File: src/design/apfc_pkg.sv
package apfc_pkg;

   ////////////////////////////////////////////////////////////////////////////
   // Fault sequencer states
   typedef enum logic [2:0] {
      ST_OFF,
      ST_TEST_GND,
      ST_HOLD_GND,
      ST_TEST_SUP,
      ST_HOLD_SUP,
      ST_RUN
   } apfc_state_t;

   ////////////////////////////////////////////////////////////////////////////
   // Output configuration codes; code 3 is illegal and acts as bridge-tied
   localparam logic [1:0] MODE_BRIDGE_TIED = 2'h0;
   localparam logic [1:0] MODE_PARALLEL_BRIDGE = 2'h1;
   localparam logic [1:0] MODE_SINGLE_ENDED = 2'h2;

   ////////////////////////////////////////////////////////////////////////////
   // Timing of the pin short test
   localparam int SHORT_TEST_MS_PER_UF = 15;
   localparam int CLK_PERIOD_NS = 10;
   localparam int NS_PER_MS = 1000000;
   localparam int NF_PER_UF = 1000;
   localparam int CYCLES_PER_MS = NS_PER_MS / CLK_PERIOD_NS;
   localparam int CYCLES_PER_NF_MS = CYCLES_PER_MS / NF_PER_UF;
   localparam int TEST_STEPS = 2;
   localparam int DEFAULT_FILTER_CAP_NF = 1000;
   localparam int TIMER_WIDTH = 24;

   ////////////////////////////////////////////////////////////////////////////
   // Reset values
   localparam logic [3:0] ALL_BRIDGES = 4'hF;
   localparam logic [3:0] NO_BRIDGES = 4'h0;
   localparam logic [1:0] PAIR_ON = 2'h3;

   ////////////////////////////////////////////////////////////////////////////
   // Register image of the sequencer
   typedef struct packed {
      apfc_state_t st;
      logic test_done;
      logic thermal_latch;
      logic [3:0] overload_mask;
      logic reset_pin_q;
      logic timer_start;
      logic [3:0] bridge_hiz;
      logic [3:0] bridge_pulldown;
      logic short_step_gnd;
      logic short_step_supply;
      logic fault_shutdown_n_oe;
      logic thermal_warning_low_n_oe;
      logic thermal_warning_high_n_oe;
      logic thermal_warning_n_oe;
      logic ready;
      logic clip_n;
      logic osc_stop;
      logic osc_pins_input;
   } apfc_ctl_t;

   typedef struct packed {
      logic [23:0] count;
      logic expired;
   } apfc_timer_t;

endpackage : apfc_pkg

File: src/design/apfc_fault_ctrl.sv
`timescale 1ns/1ps

module apfc_fault_ctrl #(
   parameter int FILTER_CAP_NF = apfc_pkg::DEFAULT_FILTER_CAP_NF,
   parameter int STEP_CYCLES = apfc_pkg::SHORT_TEST_MS_PER_UF *
      apfc_pkg::CYCLES_PER_NF_MS * FILTER_CAP_NF / apfc_pkg::TEST_STEPS
) (
   input wire logic core_clk, // System clock, 100 MHz
   input wire logic reset, // Power-on reset, synchronous, active high
   input wire logic reset_n_pin, // Device reset pin, active low
   input wire logic logic_supply_ok, // Logic supply above threshold
   input wire logic gate_drive_supply_ok, // All gate supplies above threshold
   input wire logic [1:0] output_config, // Bridge-tied, parallel, single-ended
   input wire logic large_package, // Three-level thermal scheme
   input wire logic temp_over_100, // Junction above 100 C
   input wire logic temp_over_125, // Junction above 125 C
   input wire logic temp_over_155, // Junction above 155 C
   input wire logic short_to_gnd, // Output short to ground seen
   input wire logic short_to_supply, // Output short to stage supply seen
   input wire logic [3:0] local_error, // Overcurrent per half-bridge
   input wire logic [3:0] bootstrap_uv, // Bootstrap undervoltage per half-bridge
   input wire logic clip_detect, // Output approaching clipping
   input wire logic trim_pin_at_regulator, // Trim pin tied to regulator
   output logic [3:0] bridge_hiz, // Half-bridge forced high impedance
   output logic [3:0] bridge_pulldown, // Weak output pulldown enable
   output logic short_step_gnd, // Ground short check active
   output logic short_step_supply, // Supply short check active
   output logic fault_shutdown_n_oe, // Pull shutdown pin low
   output logic thermal_warning_low_n_oe, // Pull 100 C warning low
   output logic thermal_warning_high_n_oe, // Pull 125 C warning low
   output logic thermal_warning_n_oe, // Pull single warning low
   output logic ready, // Safe to apply audio
   output logic clip_n, // Clip indication, active low
   output logic osc_stop, // Internal oscillator stopped
   output logic osc_pins_input // Oscillator pins act as inputs
);

   localparam logic [23:0] STEP_LOAD = 24'(STEP_CYCLES);

   apfc_pkg::apfc_ctl_t cur;
   apfc_pkg::apfc_ctl_t next_cur;
   logic timer_expired;
   logic supply_ok;
   logic reset_rise;
   logic cur_in_test;
   logic next_in_test;
   logic parallel_mode;
   logic single_ended;
   logic [3:0] error_mask;
   logic any_fault;

   ////////////////////////////////////////////////////////////////////////////
   // Step timer for both halves of the short test
   apfc_step_timer u_step_timer (
      .core_clk(core_clk),
      .reset(reset),
      .start(cur.timer_start),
      .load_value(STEP_LOAD),
      .expired(timer_expired)
   );

   ////////////////////////////////////////////////////////////////////////////
   // Decoded conditions
   assign supply_ok = logic_supply_ok && gate_drive_supply_ok;
   assign reset_rise = reset_n_pin && !cur.reset_pin_q;
   assign parallel_mode = output_config == apfc_pkg::MODE_PARALLEL_BRIDGE;
   assign single_ended = output_config == apfc_pkg::MODE_SINGLE_ENDED;
   assign cur_in_test = (cur.st != apfc_pkg::ST_OFF) &&
      (cur.st != apfc_pkg::ST_RUN);

   // Local errors shut a pair, or all four in parallel mode
   assign error_mask = parallel_mode ?
      {4{|local_error}} :
      {{2{|local_error[3:2]}}, {2{|local_error[1:0]}}};

   ////////////////////////////////////////////////////////////////////////////
   // Sequencer and protection latches
   always_comb
   begin
      next_cur = cur;
      next_cur.timer_start = 1'b0;
      next_cur.reset_pin_q = reset_n_pin;
      // Brownout drops back to idle from any state
      if (!supply_ok)
      begin
         next_cur.st = apfc_pkg::ST_OFF;
      end
      else
      begin
         unique case (cur.st)
            apfc_pkg::ST_OFF:
            begin
               // Test only on first start, and never in single-ended mode
               if (cur.test_done || single_ended)
               begin
                  next_cur.st = apfc_pkg::ST_RUN;
                  next_cur.test_done = 1'b1;
               end
               else
               begin
                  next_cur.st = apfc_pkg::ST_TEST_GND;
                  next_cur.timer_start = 1'b1;
               end
            end
            apfc_pkg::ST_TEST_GND:
            begin
               // Start pulse guards against the stale expired flag
               if (!cur.timer_start && timer_expired)
               begin
                  if (short_to_gnd)
                  begin
                     next_cur.st = apfc_pkg::ST_HOLD_GND;
                  end
                  else
                  begin
                     next_cur.st = apfc_pkg::ST_TEST_SUP;
                     next_cur.timer_start = 1'b1;
                  end
               end
            end
            apfc_pkg::ST_HOLD_GND:
            begin
               if (!short_to_gnd)
               begin
                  next_cur.st = apfc_pkg::ST_TEST_SUP;
                  next_cur.timer_start = 1'b1;
               end
            end
            apfc_pkg::ST_TEST_SUP:
            begin
               if (!cur.timer_start && timer_expired)
               begin
                  if (short_to_supply)
                  begin
                     next_cur.st = apfc_pkg::ST_HOLD_SUP;
                  end
                  else
                  begin
                     next_cur.st = apfc_pkg::ST_RUN;
                     next_cur.test_done = 1'b1;
                  end
               end
            end
            apfc_pkg::ST_HOLD_SUP:
            begin
               if (!short_to_supply)
               begin
                  next_cur.st = apfc_pkg::ST_RUN;
                  next_cur.test_done = 1'b1;
               end
            end
            apfc_pkg::ST_RUN:
            begin
               next_cur.st = apfc_pkg::ST_RUN;
            end
            default:
            begin
               next_cur.st = apfc_pkg::ST_OFF;
            end
         endcase
      end

      // Thermal latch; the set wins over a reset clear in the same cycle
      if (temp_over_155)
      begin
         next_cur.thermal_latch = 1'b1;
      end
      else if (!reset_n_pin && !cur_in_test)
      begin
         next_cur.thermal_latch = 1'b0;
      end

      // Overload latch cleared by a reset rise, new errors win
      if (reset_rise && !cur_in_test)
      begin
         next_cur.overload_mask = apfc_pkg::NO_BRIDGES;
      end
      if (cur.st == apfc_pkg::ST_RUN && supply_ok)
      begin
         next_cur.overload_mask = next_cur.overload_mask | error_mask;
      end

      next_in_test = (next_cur.st != apfc_pkg::ST_OFF) &&
         (next_cur.st != apfc_pkg::ST_RUN);
      any_fault = next_in_test || !supply_ok || next_cur.thermal_latch ||
         (next_cur.overload_mask != apfc_pkg::NO_BRIDGES) ||
         (bootstrap_uv != apfc_pkg::NO_BRIDGES);

      // Bridge drive: whole stage off on global faults or reset pin low
      if (next_cur.st != apfc_pkg::ST_RUN || next_cur.thermal_latch ||
         !reset_n_pin)
      begin
         next_cur.bridge_hiz = apfc_pkg::ALL_BRIDGES;
      end
      else
      begin
         // Bootstrap undervoltage only takes its own half-bridge
         next_cur.bridge_hiz = next_cur.overload_mask | bootstrap_uv;
      end

      // Bootstrap charging only where the load returns through a bridge
      if (!reset_n_pin && supply_ok && !next_in_test && !single_ended)
      begin
         next_cur.bridge_pulldown = apfc_pkg::ALL_BRIDGES;
      end
      else
      begin
         next_cur.bridge_pulldown = apfc_pkg::NO_BRIDGES;
      end

      next_cur.short_step_gnd = next_cur.st == apfc_pkg::ST_TEST_GND;
      next_cur.short_step_supply = next_cur.st == apfc_pkg::ST_TEST_SUP;

      // Test keeps shutdown low; otherwise reset pin low masks faults
      if (next_in_test)
      begin
         next_cur.fault_shutdown_n_oe = 1'b1;
      end
      else
      begin
         next_cur.fault_shutdown_n_oe = reset_n_pin && any_fault;
      end

      // Warnings follow temperature directly, with no hysteresis here
      next_cur.thermal_warning_low_n_oe = large_package && temp_over_100;
      next_cur.thermal_warning_high_n_oe = large_package && temp_over_125;
      next_cur.thermal_warning_n_oe = !large_package && temp_over_125;

      next_cur.ready = (next_cur.st == apfc_pkg::ST_RUN) && reset_n_pin &&
         !any_fault;
      next_cur.clip_n = !clip_detect;
      next_cur.osc_stop = trim_pin_at_regulator;
      next_cur.osc_pins_input = trim_pin_at_regulator;
   end

   ////////////////////////////////////////////////////////////////////////////
   // State register; power-on reset clears the overload latch
   always_ff @(posedge core_clk)
   begin
      if (reset)
      begin
         cur <= '{
            st: apfc_pkg::ST_OFF,
            test_done: 1'b0,
            thermal_latch: 1'b0,
            overload_mask: apfc_pkg::NO_BRIDGES,
            reset_pin_q: 1'b0,
            timer_start: 1'b0,
            bridge_hiz: apfc_pkg::ALL_BRIDGES,
            bridge_pulldown: apfc_pkg::NO_BRIDGES,
            short_step_gnd: 1'b0,
            short_step_supply: 1'b0,
            fault_shutdown_n_oe: 1'b1,
            thermal_warning_low_n_oe: 1'b0,
            thermal_warning_high_n_oe: 1'b0,
            thermal_warning_n_oe: 1'b0,
            ready: 1'b0,
            clip_n: 1'b1,
            osc_stop: 1'b0,
            osc_pins_input: 1'b0
         };
      end
      else
      begin
         cur <= next_cur;
      end
   end

   ////////////////////////////////////////////////////////////////////////////
   // Outputs straight from the register image
   assign bridge_hiz = cur.bridge_hiz;
   assign bridge_pulldown = cur.bridge_pulldown;
   assign short_step_gnd = cur.short_step_gnd;
   assign short_step_supply = cur.short_step_supply;
   assign fault_shutdown_n_oe = cur.fault_shutdown_n_oe;
   assign thermal_warning_low_n_oe = cur.thermal_warning_low_n_oe;
   assign thermal_warning_high_n_oe = cur.thermal_warning_high_n_oe;
   assign thermal_warning_n_oe = cur.thermal_warning_n_oe;
   assign ready = cur.ready;
   assign clip_n = cur.clip_n;
   assign osc_stop = cur.osc_stop;
   assign osc_pins_input = cur.osc_pins_input;
endmodule : apfc_fault_ctrl

File: src/design/apfc_step_timer.sv
`timescale 1ns/1ps

// Down counter that times one step of the pin short test
module apfc_step_timer (
   input wire logic core_clk, // System clock
   input wire logic reset, // Synchronous reset, active high
   input wire logic start, // Load the count, one-cycle pulse
   input wire logic [23:0] load_value, // Step length in cycles
   output logic expired // High once the count has run out
);

   apfc_pkg::apfc_timer_t cur;
   apfc_pkg::apfc_timer_t next_cur;

   ////////////////////////////////////////////////////////////////////////////
   // Next count; a zero load expires one cycle later rather than never
   always_comb
   begin
      next_cur = cur;
      if (start)
      begin
         next_cur.count = load_value;
      end
      else if (cur.count != 24'h000000)
      begin
         next_cur.count = cur.count - 24'h000001;
      end
      next_cur.expired = (next_cur.count == 24'h000000) && !start;
   end

   ////////////////////////////////////////////////////////////////////////////
   // Registered image; reads idle as expired
   always_ff @(posedge core_clk)
   begin
      if (reset)
      begin
         cur <= '{count: 24'h000000, expired: 1'b1};
      end
      else
      begin
         cur <= next_cur;
      end
   end

   assign expired = cur.expired;

endmodule : apfc_step_timer

File: config.mk
export PLATFORM = sky130hd
export DESIGN_NAME = apfc_fault_ctrl
export DESIGN_NICKNAME = d
export VERILOG_FILES = /design/src/design/apfc_pkg.sv /design/src/design/apfc_fault_ctrl.sv /design/src/design/apfc_step_timer.sv
export SDC_FILE = /design/constraint.sdc
export NUM_CORES = 1
export LEC_CHECK = 0
export ABC_AREA = 0
export BUFFER_PORTS_ARGS = -buffer_cell sky130_fd_sc_hd__buf_2
export CORE_ASPECT_RATIO = 2
export CORE_MARGIN = 5
export CORE_UTILIZATION = 25
export CTS_CLUSTER_SIZE = 16
export DETAILED_ROUTE_END_ITERATION = 16
export PLACE_DENSITY = 0.44
export SLEW_MARGIN = 10
export SYNTH_ARGS = -nofsm -noshare
export SYNTH_HDL_FRONTEND = slang
export SYNTH_SLANG_ARGS = --single-unit
File: constraint.sdc
create_clock -name core_clk -period 3.2 [get_ports core_clk]
set_input_delay 0.32 -clock core_clk [delete_from_list [all_inputs] [get_ports core_clk]]
set_output_delay 0.32 -clock core_clk [all_outputs]
set_load 0.05 [all_outputs]
[Yosys cells after proc, flatten, opt, wreduce, memory -nomap -nowiden]
Index checks and enable logic that the tools add are counted.
Operators by class
  add/subtract/negate cells: 1
  $mul: 0
  div/mod/pow operators: 0
  magnitude comparators: 0
  equality and inequality tests: 16
  shifts and indexed selects: 0
  muxes and demuxes: 24
  bitwise operators: 3
  reductions and logical operators: 50
Operators with widths (count)
  $mux 24: 2
  $logic_not 24->1: 1
  $mux 4: 6
  $reduce_bool 24->1: 1
  $sub 24x1->24 const B: 1
  $logic_and 1x1->1: 18
  $pmux 3 s6: 1
  $mux 3: 4
  $logic_not 1->1: 10
  $reduce_or 2->1: 5
  $eq 3x2->1 const B: 3
  $eq 3x3->1 const B: 3
  $mux 1: 9
  $reduce_bool 3->1: 3
  $ne 2x2->1 const B: 4
  $or 4x4->4: 2
  $reduce_bool 4->1: 2
  $logic_or 1x1->1: 7
  $eq 3x1->1 const B: 2
  $ne 3x3->1 const B: 2
  $pmux 1 s3: 2
  $reduce_and 6->1: 1
  $reduce_or 4->1: 1
  $logic_not 3->1: 1
  3 further kinds: 3
Storage, ports and cells
  flip-flop bits (word level): 53
  bits in latches: 0
  bits in writable memories: 0
  memory bits (read-only): 0
  input bits: 23
  output and inout bits: 18
  word-level logic and storage cells: 113
  memories kept: 0

[Logic depth before layout (Yosys ltp)]
Gate-level depths: netlist of run 1.
  depth after elaboration: 13
  depth in mapped cells: 9
  depth with buffers taken out: 9

[Modules after synthesis]
From an unflattened synthesis of run 1, not the netlist that was laid out.
Second synthesis, totals
  cell total of the unflattened synthesis: 348
  area total of the unflattened synthesis: 2911.5 um^2
By module, submodules not included
  apfc_step_timer: times used 1, cells each 225, area an instance 1765.4 um^2, seq. area each 500.5 um^2
  apfc_fault_ctrl: times used 1, cells each 123, area an instance 1146.1 um^2, seq. area each 500.5 um^2

[Worst setup path before layout of run 1]
No wires, ideal clock.
  kind: flip-flop to flip-flop
  from: reg u_step_timer.cur[20] (netlist name)
  to: reg u_step_timer.cur, in the netlist u_step_timer.expired
  library setup time: 0.096 ns
  data arrival time: 2.188 ns
  required time: 3.104 ns
  slack: 0.916 ns
  cell stages (with the launch flop): 8
  path buffers: 1
  period minus slack after synthesis: 2.284 ns
  path through: dfxtp_1 > or4_4 > or4_4 > buf_6 > nand3_1 > xor2_2 > nand4b_1 > o41ai_2
Between the ends
  longest elaborated chain between the ends: 5
  elaborated cells between the ends (all ways): 6
  those cells by class: add/sub: 1; mux: 2; reduce/logical: 3
RTL lines
  start: declaration: line apfc_step_timer.sv:12  | apfc_pkg::apfc_timer_t cur;
  start signal: assignment: line apfc_step_timer.sv:37  | cur <= '{count: 24'h000000, expired: 1'b1};
  start signal: assignment: line apfc_step_timer.sv:41  | cur <= next_cur;
  $sub 24x1->24 or $reduce_bool 24->1 (tied branches): line apfc_step_timer.sv:26, apfc_step_timer.sv:24
  $mux 24 *: line apfc_step_timer.sv:24  | else if (cur.count != 24'h000000)
  $mux 24 *: line apfc_step_timer.sv:20  | if (start)
  $logic_not 24->1 *: line apfc_step_timer.sv:28  | next_cur.expired = (next_cur.count == 24'h000000) && !start;
  $logic_and 1x1->1 *: line apfc_step_timer.sv:28
Mark *: on every way between the ends. The rest lies on a longest branch, timed or not.
A chain may end at the register's enable or synchronous reset.

[Final worst setup path of run 1]
  from: reg u_step_timer.cur[3] (netlist name)
  to: reg u_step_timer.cur, in the netlist u_step_timer.expired
The elaborated chain is that of the path after synthesis.

==> impl_results.md, run 1 <==
- Outcome: finished clean
- Final HPWL DP: 5510 um
- End point of the most critical hold path: clip_n
- Post-Synthesis Cell Area: 2460 um^2
- CTS buffer count: 5
- Final GP Congestion: 0.842
- Hold_buf cts: 0
- Number of clock sinks seen by CTS: 50
- Hold Crit Depth: 2
- Leakage dissipation: 1.15 nW
- Multi-input logic area: 1300 um^2
- Setup skew after layout: 0.00559 ns
- Initial detailed-routing violation count: 59
- Most frequent cells in the layout: dfxtp_1, buf_2, nor2_1
- Type of the worst min-delay path: input port to flip-flop
- Die Area: 12000 um^2
- Wire length of the first global-routing pass: 11000 um
- Global-route total usage across every layer: 0.120
- Crit. End Element: flip-flop
- Setup repair after global routing missed its margin: no
- Number of distinct library cells after synthesis: 51
- Slew Viols, Final: 0
- Post-detailed-routing wire length: 6890 um
- H-Tree Level Count: 2
- Remaining design rule violation count: 0
- Gate Count Post-Synth: 291
- Commonest register cell after synthesis: dfxtp_1
- Count of final hold-check violations: 0
- Total number of nets in the final design: 348
- Height of the die: 150 um
- Maximum number of pins on one net before global-route repair: 22
- Overall via count from detail_route: 2163
- Fraction of registers with async set or reset after synthesis: 0
- Initial antenna violation count: 0
- EDFF count, synth: 0
- Deepest clock path buffer count: 2
- Antenna diode instance count: 0
- Class of the most critical setup path: flip-flop to flip-flop
- Sequential standard cell area: 1000 um^2
- Worst-case setup slack after placement: 0.705 ns
- TritonCTS clock tree: done
- Slew Limit Headroom: 0.510
- Horizontal extent of the die: 80.1 um
- Number of flip-flops and latches in the synthesized netlist: 50
- CP max FO: 8
- Hold path startpoint: clip_detect
- Later-pin clock latency in the skew report: 0.29 ns
- Core outline area: 9700 um^2
- Syn_nets: 316
- Period utilisation layout: 0.783
- Number of fillers in the final layout: 1083
- Power Dens Cells: 993 nW/um^2
- Clk root buf: clkbuf_16
- Final global-route overflow total: 0
- Startpoint type of the worst setup path: flip-flop
- Num ports: 41
- Total negative setup slack: 0 ns
- Tightest Pin Transition: 0.728 ns
- Post-route minimum period: 2.51 ns
- Worst flop-to-flop path endpoint: u_step_timer.expired
- Via count normalized by instance count: 4.74
- Sequential cell area fraction in the yosys report: 0.407
- Final worst setup slack: 0.694 ns
- Via count of the first global-routing pass: 2220
- Antenna-violating nets left: 0
- Number of warning messages in the yosys log: 0
- Total of buffers placed on input and output ports: 40
- Synthesized area per cell: 8.45 um^2
- Count of buffers added by post-CTS timing repair for setup: 0
- Share of post-route cells with drive strength above 1: 0.201
- Worst ir drop on vdd: 0.000229 V
- Clock transition time at the flip-flop clock pins of the worst setup and hold paths: 0.07 ns
- Number of cells on the worst reg-to-reg path: 7
- Effective utilization at floorplan: 0.254
- First-pass iteration count of the detailed router: 4
- Reg2Reg Launch Point: u_step_timer.cur[3]
- Routed len/inst: 15.1 um
- Post-cts gate resize count: 0
- Worst reg2reg setup slack: 0.69 ns
- Worst path required time: 3.40 ns
- F_max: 399 MHz
- Data arrival time of the critical path: 2.71 ns
- Standard-cell row count: 51
- Number of max-capacitance violations reported: 0
- Layout overhead on the synthesized area: 18.4%
- Total of endpoints with negative setup slack in the final report: 0
- Most frequent standard cell in the layout excluding fill and tap cells: dfxtp_1
-- synthesized netlist by cell type (3+ instances only) --
cell type,number,area (um^2)
nand3_1,10,50.1
nor2_1,35,131
nor2b_1,3,18.8
nand4b_1,6,52.6
nand3b_1,3,22.5
o21ai_0,6,30.0
and3_1,6,37.5
inv_1,8,30.0
buf_4,10,75.1
nor3_1,17,85.1
nand2_1,23,86.3
a21o_1,3,22.5
clkbuf_1,8,30.0
nor4_1,8,50.1
or2_2,4,25.0
a221oi_1,3,26.3
a21oi_1,20,100
dfxtp_1,50,1000
xor2_1,8,70.1
nand4_1,5,31.3
xnor2_1,10,87.6
or3_1,4,25.0
-- routing by layer --
layer  global-route usage  vias to the layer above  routed length (um)
met5                    0                        -                   0
met1                0.103                     1005                2320
met3               0.0180                       17                 213
met4               0.0685                        0                 314
met2                0.248                       40                4030
li1                     -                     1101                   -
-- report_power, final --
part | total [mW] | switching, mW | internal [mW]
Clock | 0.609 | 0.239 | 0.370
Combinational | 1.35 | 0.819 | 0.536
Sequential | 0.929 | 0.172 | 0.756
-- worst max-delay path by stage --
stage | start | slack [ns] | to | depth (start not counted)
4_1_cts | u_step_timer.cur[3] | 0.69 | u_step_timer.expired | 7
5_1_grt | u_step_timer.cur[1] | 0.44 | u_step_timer.expired | 9
3_3_place_gp | u_step_timer.cur[1] | 0.73 | u_step_timer.expired | 9
3_5_place_dp | u_step_timer.cur[3] | 0.70 | u_step_timer.expired | 7
6_report | u_step_timer.cur[3] | 0.69 | u_step_timer.expired | 7
2_1_floorplan | u_step_timer.cur[20] | 0.92 | u_step_timer.expired | 7
-- sequential cells by signal, summed over array words and instances, names as in the netlist --
name and cells:
thermal_warning_low_n_oe 1, short_step_supply 1, ready 1, fault_shutdown_n_oe 1
osc_pins_input 1, clip_n 1, u_step_timer.cur 24, thermal_warning_high_n_oe 1
thermal_warning_n_oe 1, short_step_gnd 1, bridge_pulldown 1, u_step_timer.expired 1
bridge_hiz 4, cur 11
-- cell families (layout without fill, tap and decap cells) --
kind of cell	count (synthesis)	in the layout	share of synthesized area
buf+inv	29	62	0.0631
flops	50	50	0.407
xor+xnor	20	20	0.0773
compound gates	53	53	0.143
simple gates	137	137	0.300
fa+ha+maj	2	2	0.0102
-- critical path, cell delays in order (launching register included) --
cell,delay [ns]
dfxtp_1,0.37
nor3_2,0.37
nand3_1,0.23
or4_4,0.64
nand3_1,0.16
xor2_2,0.16
nand4b_1,0.14
o41ai_2,0.34
-- metrics by stage --
stage / util / hold WS [ns] / cells / instance area (um^2) / power (mW)
after floorplan: - / 0.382 / 291 / 2460 / 1.98
after global placement: 0.283 / 0.436 / 448 / 2750 / 2.30
after detailed placement: 0.283 / 0.433 / 448 / 2750 / 2.30
after CTS: 0.300 / 0.173 / 456 / 2910 / 2.93
after global routing: 0.300 / 0.180 / 456 / 2910 / 3.12
final: 0.300 / 0.175 / 456 / 2910 / 2.89
-- final cells by class --
type / count / area share
clock buffers: 6 / 0.0443
clock inverters: 2 / 0.0129
inverters: 8 / 0.0103
multi-input cells: 212 / 0.448
flip-flops and latches: 50 / 0.344
well taps: 132 / 0.0567
repair buffers: 46 / 0.0842
(Power assumes the default switching activity.)
==> inputs of run 2 (changes only) <==
Clock period 3.2 ns to 2.5 ns, I/O delays scaled along.
==> run 2 against run 1 <==
Against the previous run: clock-buffer cell count is 1 higher; hold slack worse by 0.066 ns; clock power is 28% higher; utilization is 2.1 points higher; global-route usage is 1.3 points higher; combinational power is 70% higher; critical endpoint unchanged; largest cell class unchanged; highest routed layer unchanged.
==> impl_results.md, run 2 (synthesized netlist as in run 1, its figures left out) <==
- Post-detailed-routing wire length: 7780 um (+13%)
- Summed area of non-filler cells in the final layout: 3120 um^2 (+7.0%)
- Setup repair after global routing missed its margin: yes
- Startpoint type of the worst setup path: flip-flop
- F_max: 422 MHz (+5.7%)
- Clock transition time at the flip-flop clock pins of the worst setup and hold paths: 0.07 ns (about the same)
- Sequential standard cell area: 1010 um^2 (+0.50%)
- Effective utilization at floorplan: 0.254 (unchanged)
- Overall via count from detail_route: 2321 (+7.3%)
- Number of fillers in the final layout: 1043 (-3.7%)
- Worst ir drop on vdd: 0.000491 V (+110%)
- First-pass iteration count of the detailed router: 4 (unchanged)
- Antenna-violating nets left: 0 (unchanged)
- Wire length of the first global-routing pass: 12000 um (+9.0%)
- Largest register FFs: 24 (unchanged)
- Reg with most FFs: u_step_timer.cur
- Total negative setup slack: 0 ns (unchanged)
- Core outline area: 9700 um^2 (unchanged)
- Final global-route overflow total: 0 (unchanged)
- Multi-input logic area: 1330 um^2 (+1.6%)
- Hold_buf cts: 0 (unchanged)
- Total of buffers placed on input and output ports: 40 (unchanged)
- Horizontal extent of the die: 80.1 um (unchanged)
- Final HPWL DP: 6230 um (+13%)
- Hold slack: 0.109 ns (-0.0661 ns)
- Number of max-capacitance violations reported: 0 (unchanged)
- Standard-cell row count: 51 (unchanged)
- H-Tree Level Count: 2 (unchanged)
- Total of endpoints with negative setup slack in the final report: 0 (unchanged)
- Leakage dissipation: 1.27 nW (+11%)
- Initial detailed-routing violation count: 109 (+85%)
- Worst path required time: 2.70 ns (-0.70 ns)
- Via count of the first global-routing pass: 2453 (+10%)
- Count of final hold-check violations: 0 (unchanged)
- Slew Limit Headroom: 0.612 (+0.102)
- Crit. End Element: flip-flop
- Num ports: 41 (unchanged)
- Most frequent standard cell in the layout excluding fill and tap cells: dfxtp_1
- Initial antenna violation count: 0 (unchanged)
- Clk root buf: clkbuf_16
- Outcome: finished clean
- Layout overhead on the synthesized area: 26.7%
- Height of the die: 150 um (unchanged)
- Type of the worst min-delay path: input port to flip-flop
- Period utilisation layout: 0.949 (+0.166)
- Power Dens Cells: 1360 nW/um^2 (+37%)
- Antenna diode instance count: 0 (unchanged)
- Slew Viols, Final: 0 (unchanged)
- Number of clock sinks seen by CTS: 50 (unchanged)
- Global-route total usage across every layer: 0.133 (+0.0131)
- Share of post-route cells with drive strength above 1: 0.273 (+0.0724)
- Via count normalized by instance count: 4.84 (+1.9%)
- Area after detailed placement: 2900 um^2 (+5.5%)
- Deepest clock path buffer count: 2 (unchanged)
- Total number of nets in the final design: 372 (+6.9%)
- Class of the most critical setup path: flip-flop to flip-flop
- CP max FO: 7 (-1)
- Most frequent cells in the layout: dfxtp_1, buf_2, nor2_1
- Later-pin clock latency in the skew report: 0.29 ns (about the same)
- Post-route minimum period: 2.37 ns (-0.134 ns)
- Setup skew after layout: 0.00690 ns (+0.00132 ns)
- Routed len/inst: 16.2 um (+7.3%)
- TritonCTS clock tree: done
- Data arrival time of the critical path: 2.57 ns (-0.14 ns)
- CTS buffer count: 5 (unchanged)
- Post-route total power: 4.25 mW (+47%)
- Maximum number of pins on one net before global-route repair: 22 (unchanged)
- Tightest Pin Transition: 0.578 ns (-0.150 ns)
- Remaining design rule violation count: 0 (unchanged)
- Final GP Congestion: 0.840 (-0.24%)
- Die Area: 12000 um^2 (unchanged)
[run 2: changes by cell type in the layout (fill, tap and decap cells not counted), sizes merged]
cell      delta
buf         +24
clkbuf       +1
clkinvlp     -1
[run 2: area by class of cell]
| type | instances | area share |
|---|---|---|
| multi-input cells | 212 | 0.425 |
| flip-flops and latches | 50 | 0.323 |
| repair buffers | 70 | 0.136 |
| well taps | 132 | 0.0530 |
| clock buffers | 7 | 0.0426 |
| inverters | 8 | 0.0104 |
| clock inverters | 1 | 0.00963 |
[run 2: through the flow]
step / std cells / util / setup WS, ns
after floorplan: 291 / - / 0.216
after global placement: 468 / 0.299 / 0.107
after detailed placement: 468 / 0.299 / 0.0759
after CTS: 476 / 0.315 / 0.0501
after global routing: 480 / 0.321 / -0.0611
final: 480 / 0.321 / 0.128
[run 2: routing by layer]
layer,GRT usage,part of all wire
met4,0.0922,0.054
met5,0,0
met3,0.0216,0.027
met1,0.106,0.32
met2,0.275,0.60
[run 2: worst max-delay path, cell delays in order (launching register included)]
cell and delay, ns:
dfxtp_4 0.36, inv_4 0.06, ha_4 0.12, or4b_4 0.47, nor4_4 0.25, buf_4 0.18, buf_4 0.11, nor4_1 0.05
xor2_1 0.15, nor2_1 0.15, nand2_1 0.08, o41ai_2 0.31
[run 2: repair_timing]
| item | in CTS | in global routing |
|---|---|---|
| setup buffers | 0 | 4 |
| resized for setup | 0 | 10 |
| endpoints found under the setup margin | 0 | 2 |
[run 2: worst paths after layout]
kind	start	endpoint	cells after the start	slack (ns)
hold reg to reg	cur[25]	cur[25]	2	0.44
hold / removal	clip_detect	clip_n	2	0.11
setup reg to reg	u_step_timer.cur[1]	u_step_timer.expired	11	0.13
setup / recovery	u_step_timer.cur[1]	u_step_timer.expired	11	0.13
[run 2: power breakdown]
part	switching [mW]	internal (mW)
sequential	0.188	0.976
clock	0.305	0.474
combinational	1.26	1.04
total	1.76	2.49
==> inputs of run 3 (changes only) <==
Settings changed: PLACE_DENSITY 0.44 to default, PLACE_DENSITY_LB_ADDON from default to 0.25, SKIP_LAST_GASP from default to 1.
==> run 3 against run 2 <==
Against the previous run: first-iteration DRC count down 23%; critical endpoint unchanged; via count down 2.1%; clock skew down 0.0027 ns; largest cell class unchanged; final cell count down 1.0%; hold slack better by 0.0030 ns; combinational power down 5%; sequential power about the same; critical path type unchanged; fmax down 0.27%; power down 5.5%; non-clock buffer count down 4.
==> impl_results.md, run 3 (synthesized netlist as in run 1, its figures left out) <==
- Largest register FFs: 24 (unchanged)
- Overall via count from detail_route: 2273 (-2.1%)
- Ordered list of cells on the worst path: nor3_4 > nand4_1 > or2_2 > o31ai_1 > nand4b_1 > o41ai_2
- Share of post-route cells with drive strength above 1: 0.268 (-0.00477)
- Effective utilization at floorplan: 0.254 (unchanged)
- Die Area: 12000 um^2 (unchanged)
- Worst path required time: 2.70 ns (about the same)
- Reg2Reg Launch Point: u_step_timer.cur[5]
- Initial antenna violation count: 0 (unchanged)
- Non-filler instance count after layout: 475 (-1.0%)
- Number of buffer and inverter stages on the critical path: 0 (-3)
- Most frequent standard cell in the layout excluding fill and tap cells: dfxtp_1
- Crit. End Element: flip-flop
- Routed len/inst: 15.2 um (-6.4%)
- Tightest Pin Transition: 0.563 ns (-0.0149 ns)
- Longest individual stage delay on the worst path: 0.49 ns (+0.02 ns)
- Final global-route overflow total: 0 (unchanged)
- Hold slack: 0.112 ns (+0.00302 ns)
- Count of final hold-check violations: 0 (unchanged)
- Slew Limit Headroom: 0.621 (+0.00969)
- Horizontal extent of the die: 80.1 um (unchanged)
- Via count of the first global-routing pass: 2316 (-5.6%)
- Total number of nets in the final design: 368 (-1.1%)
- Area after detailed placement: 2870 um^2 (-1.0%)
- Global-route total usage across every layer: 0.125 (-0.00897)
- Hold_buf cts: 0 (unchanged)
- Num ports: 41 (unchanged)
- Type of the worst min-delay path: input port to flip-flop
- Total of endpoints with negative setup slack in the final report: 0 (unchanged)
- Number of cells after detailed placement: 464 (-0.85%)
- Height of the die: 150 um (unchanged)
- H-Tree Level Count: 2 (unchanged)
- Gate family responsible for the most delay along the worst path: simple AND/OR/NAND/NOR gates
- Most frequent cells in the layout: dfxtp_1, buf_2, nor2_1
- Summed area of non-filler cells in the final layout: 3060 um^2 (-1.7%)
- Hold path startpoint: clip_detect
- CTS buffer count: 5 (unchanged)
- Wire length of the first global-routing pass: 11300 um (-6.1%)
- Clock transition time at the flip-flop clock pins of the worst setup and hold paths: 0.07 ns (about the same)
- Deepest clock path buffer count: 2 (unchanged)
- Antenna diode instance count: 0 (unchanged)
- Crit path launch: u_step_timer.cur[5]
- Later-pin clock latency in the skew report: 0.29 ns (about the same)
- Antenna-violating nets left: 0 (unchanged)
- F_max: 421 MHz (-0.27%)
- Data arrival time of the critical path: 2.57 ns (about the same)
- Number of max-capacitance violations reported: 0 (unchanged)
- Layout overhead on the synthesized area: 24.6%
- Period utilisation layout: 0.951 (+0.00255)
- CP max FO: 6 (-1)
- Power Dens Cells: 1310 nW/um^2 (-3.9%)
- Final HPWL DP: 5830 um (-6.4%)
- Startpoint type of the worst setup path: flip-flop
- Setup skew after layout: 0.00424 ns (-0.00266 ns)
- Number of clock sinks seen by CTS: 50 (unchanged)
- Maximum number of pins on one net before global-route repair: 22 (unchanged)
- Total of buffers placed on input and output ports: 40 (unchanged)
- Worst ir drop on vdd: 0.000379 V (-23%)
- Initial detailed-routing violation count: 84 (-23%)
- Final GP Congestion: 0.882 (+5.1%)
- Reg with most FFs: u_step_timer.cur
- Slew Viols, Final: 0 (unchanged)
- Leakage dissipation: 1.24 nW (-2.7%)
- Post-route minimum period: 2.38 ns (+0.00639 ns)
- Core outline area: 9700 um^2 (unchanged)
- Via count normalized by instance count: 4.79 (-1.0%)
- Slowest stage cell, crit path: o31ai_1
- First-pass iteration count of the detailed router: 4 (unchanged)
- Clk root buf: clkbuf_16
- Standard-cell row count: 51 (unchanged)
- Remaining design rule violation count: 0 (unchanged)
- Outcome: finished clean
- Post-detailed-routing wire length: 7210 um (-7.4%)
- TritonCTS clock tree: done
- Class of the most critical setup path: flip-flop to flip-flop
[run 3: cell types whose count changed in the layout (fill, tap and decap cells not counted), sizes merged]
cell / delta
clkbuf: -2
buf: -4
clkinvlp: +2
bufinv: -1
[run 3: metal layers]
layer,vias to the layer above,global-route usage,share of wire
met2,59,0.255,0.60
met4,0,0.0914,0.062
li1,1135,-,-
met3,22,0.0144,0.027
met5,-,0,0
met1,1057,0.101,0.31
[run 3: layout make-up]
type	count	area [um^2]
Fill cell	1064	6640
Timing Repair Buffer	66	395
Tap cell	132	165
Sequential cell	50	1000
Clock inverter	2	15.0
Multi-Input combinational cell	212	1330
Clock buffer	5	125
Inverter	8	30.0
[run 3: repair_timing]
item | CTS | global route
endpoints found under the hold margin | 0 | 0
pin swaps | 3 | 5
setup buffers | 2 | 2
gates resized for setup | 3 | 5
setup endpoints to repair | 1 | 2
[run 3: metrics by stage]
stage	util	TNS [ns]	worst slack [ns]	power (mW)
finish	0.316	0	0.122	4.01
global route	0.316	-0.0104	-0.0104	4.31
CTS	0.312	0	0.000589	3.97
detailed placement	0.295	0	0.0113	3.21
global placement	0.295	0	0.0719	3.20
floorplan	-	0	0.216	2.53
[run 3: path summary, 6_finish.rpt]
path                          end  slack [ns]  depth (start not counted)
max          u_step_timer.expired        0.12                          6
min                        clip_n        0.11                          2
max reg2reg  u_step_timer.expired        0.12                          6
min reg2reg               cur[25]        0.45                          2
[run 3: worst register-to-register path: stages, from the launching register on]
cell and delay [ns]:
dfxtp_1 0.36, nor3_4 0.29, nand4_1 0.18, or2_2 0.35, o31ai_1 0.49, nand4b_1 0.24
o41ai_2 0.36
[run 3: where the power goes]
group	internal (mW)	switching (mW)
clock	0.365	0.300
combinational	0.970	1.21
sequential	0.971	0.194
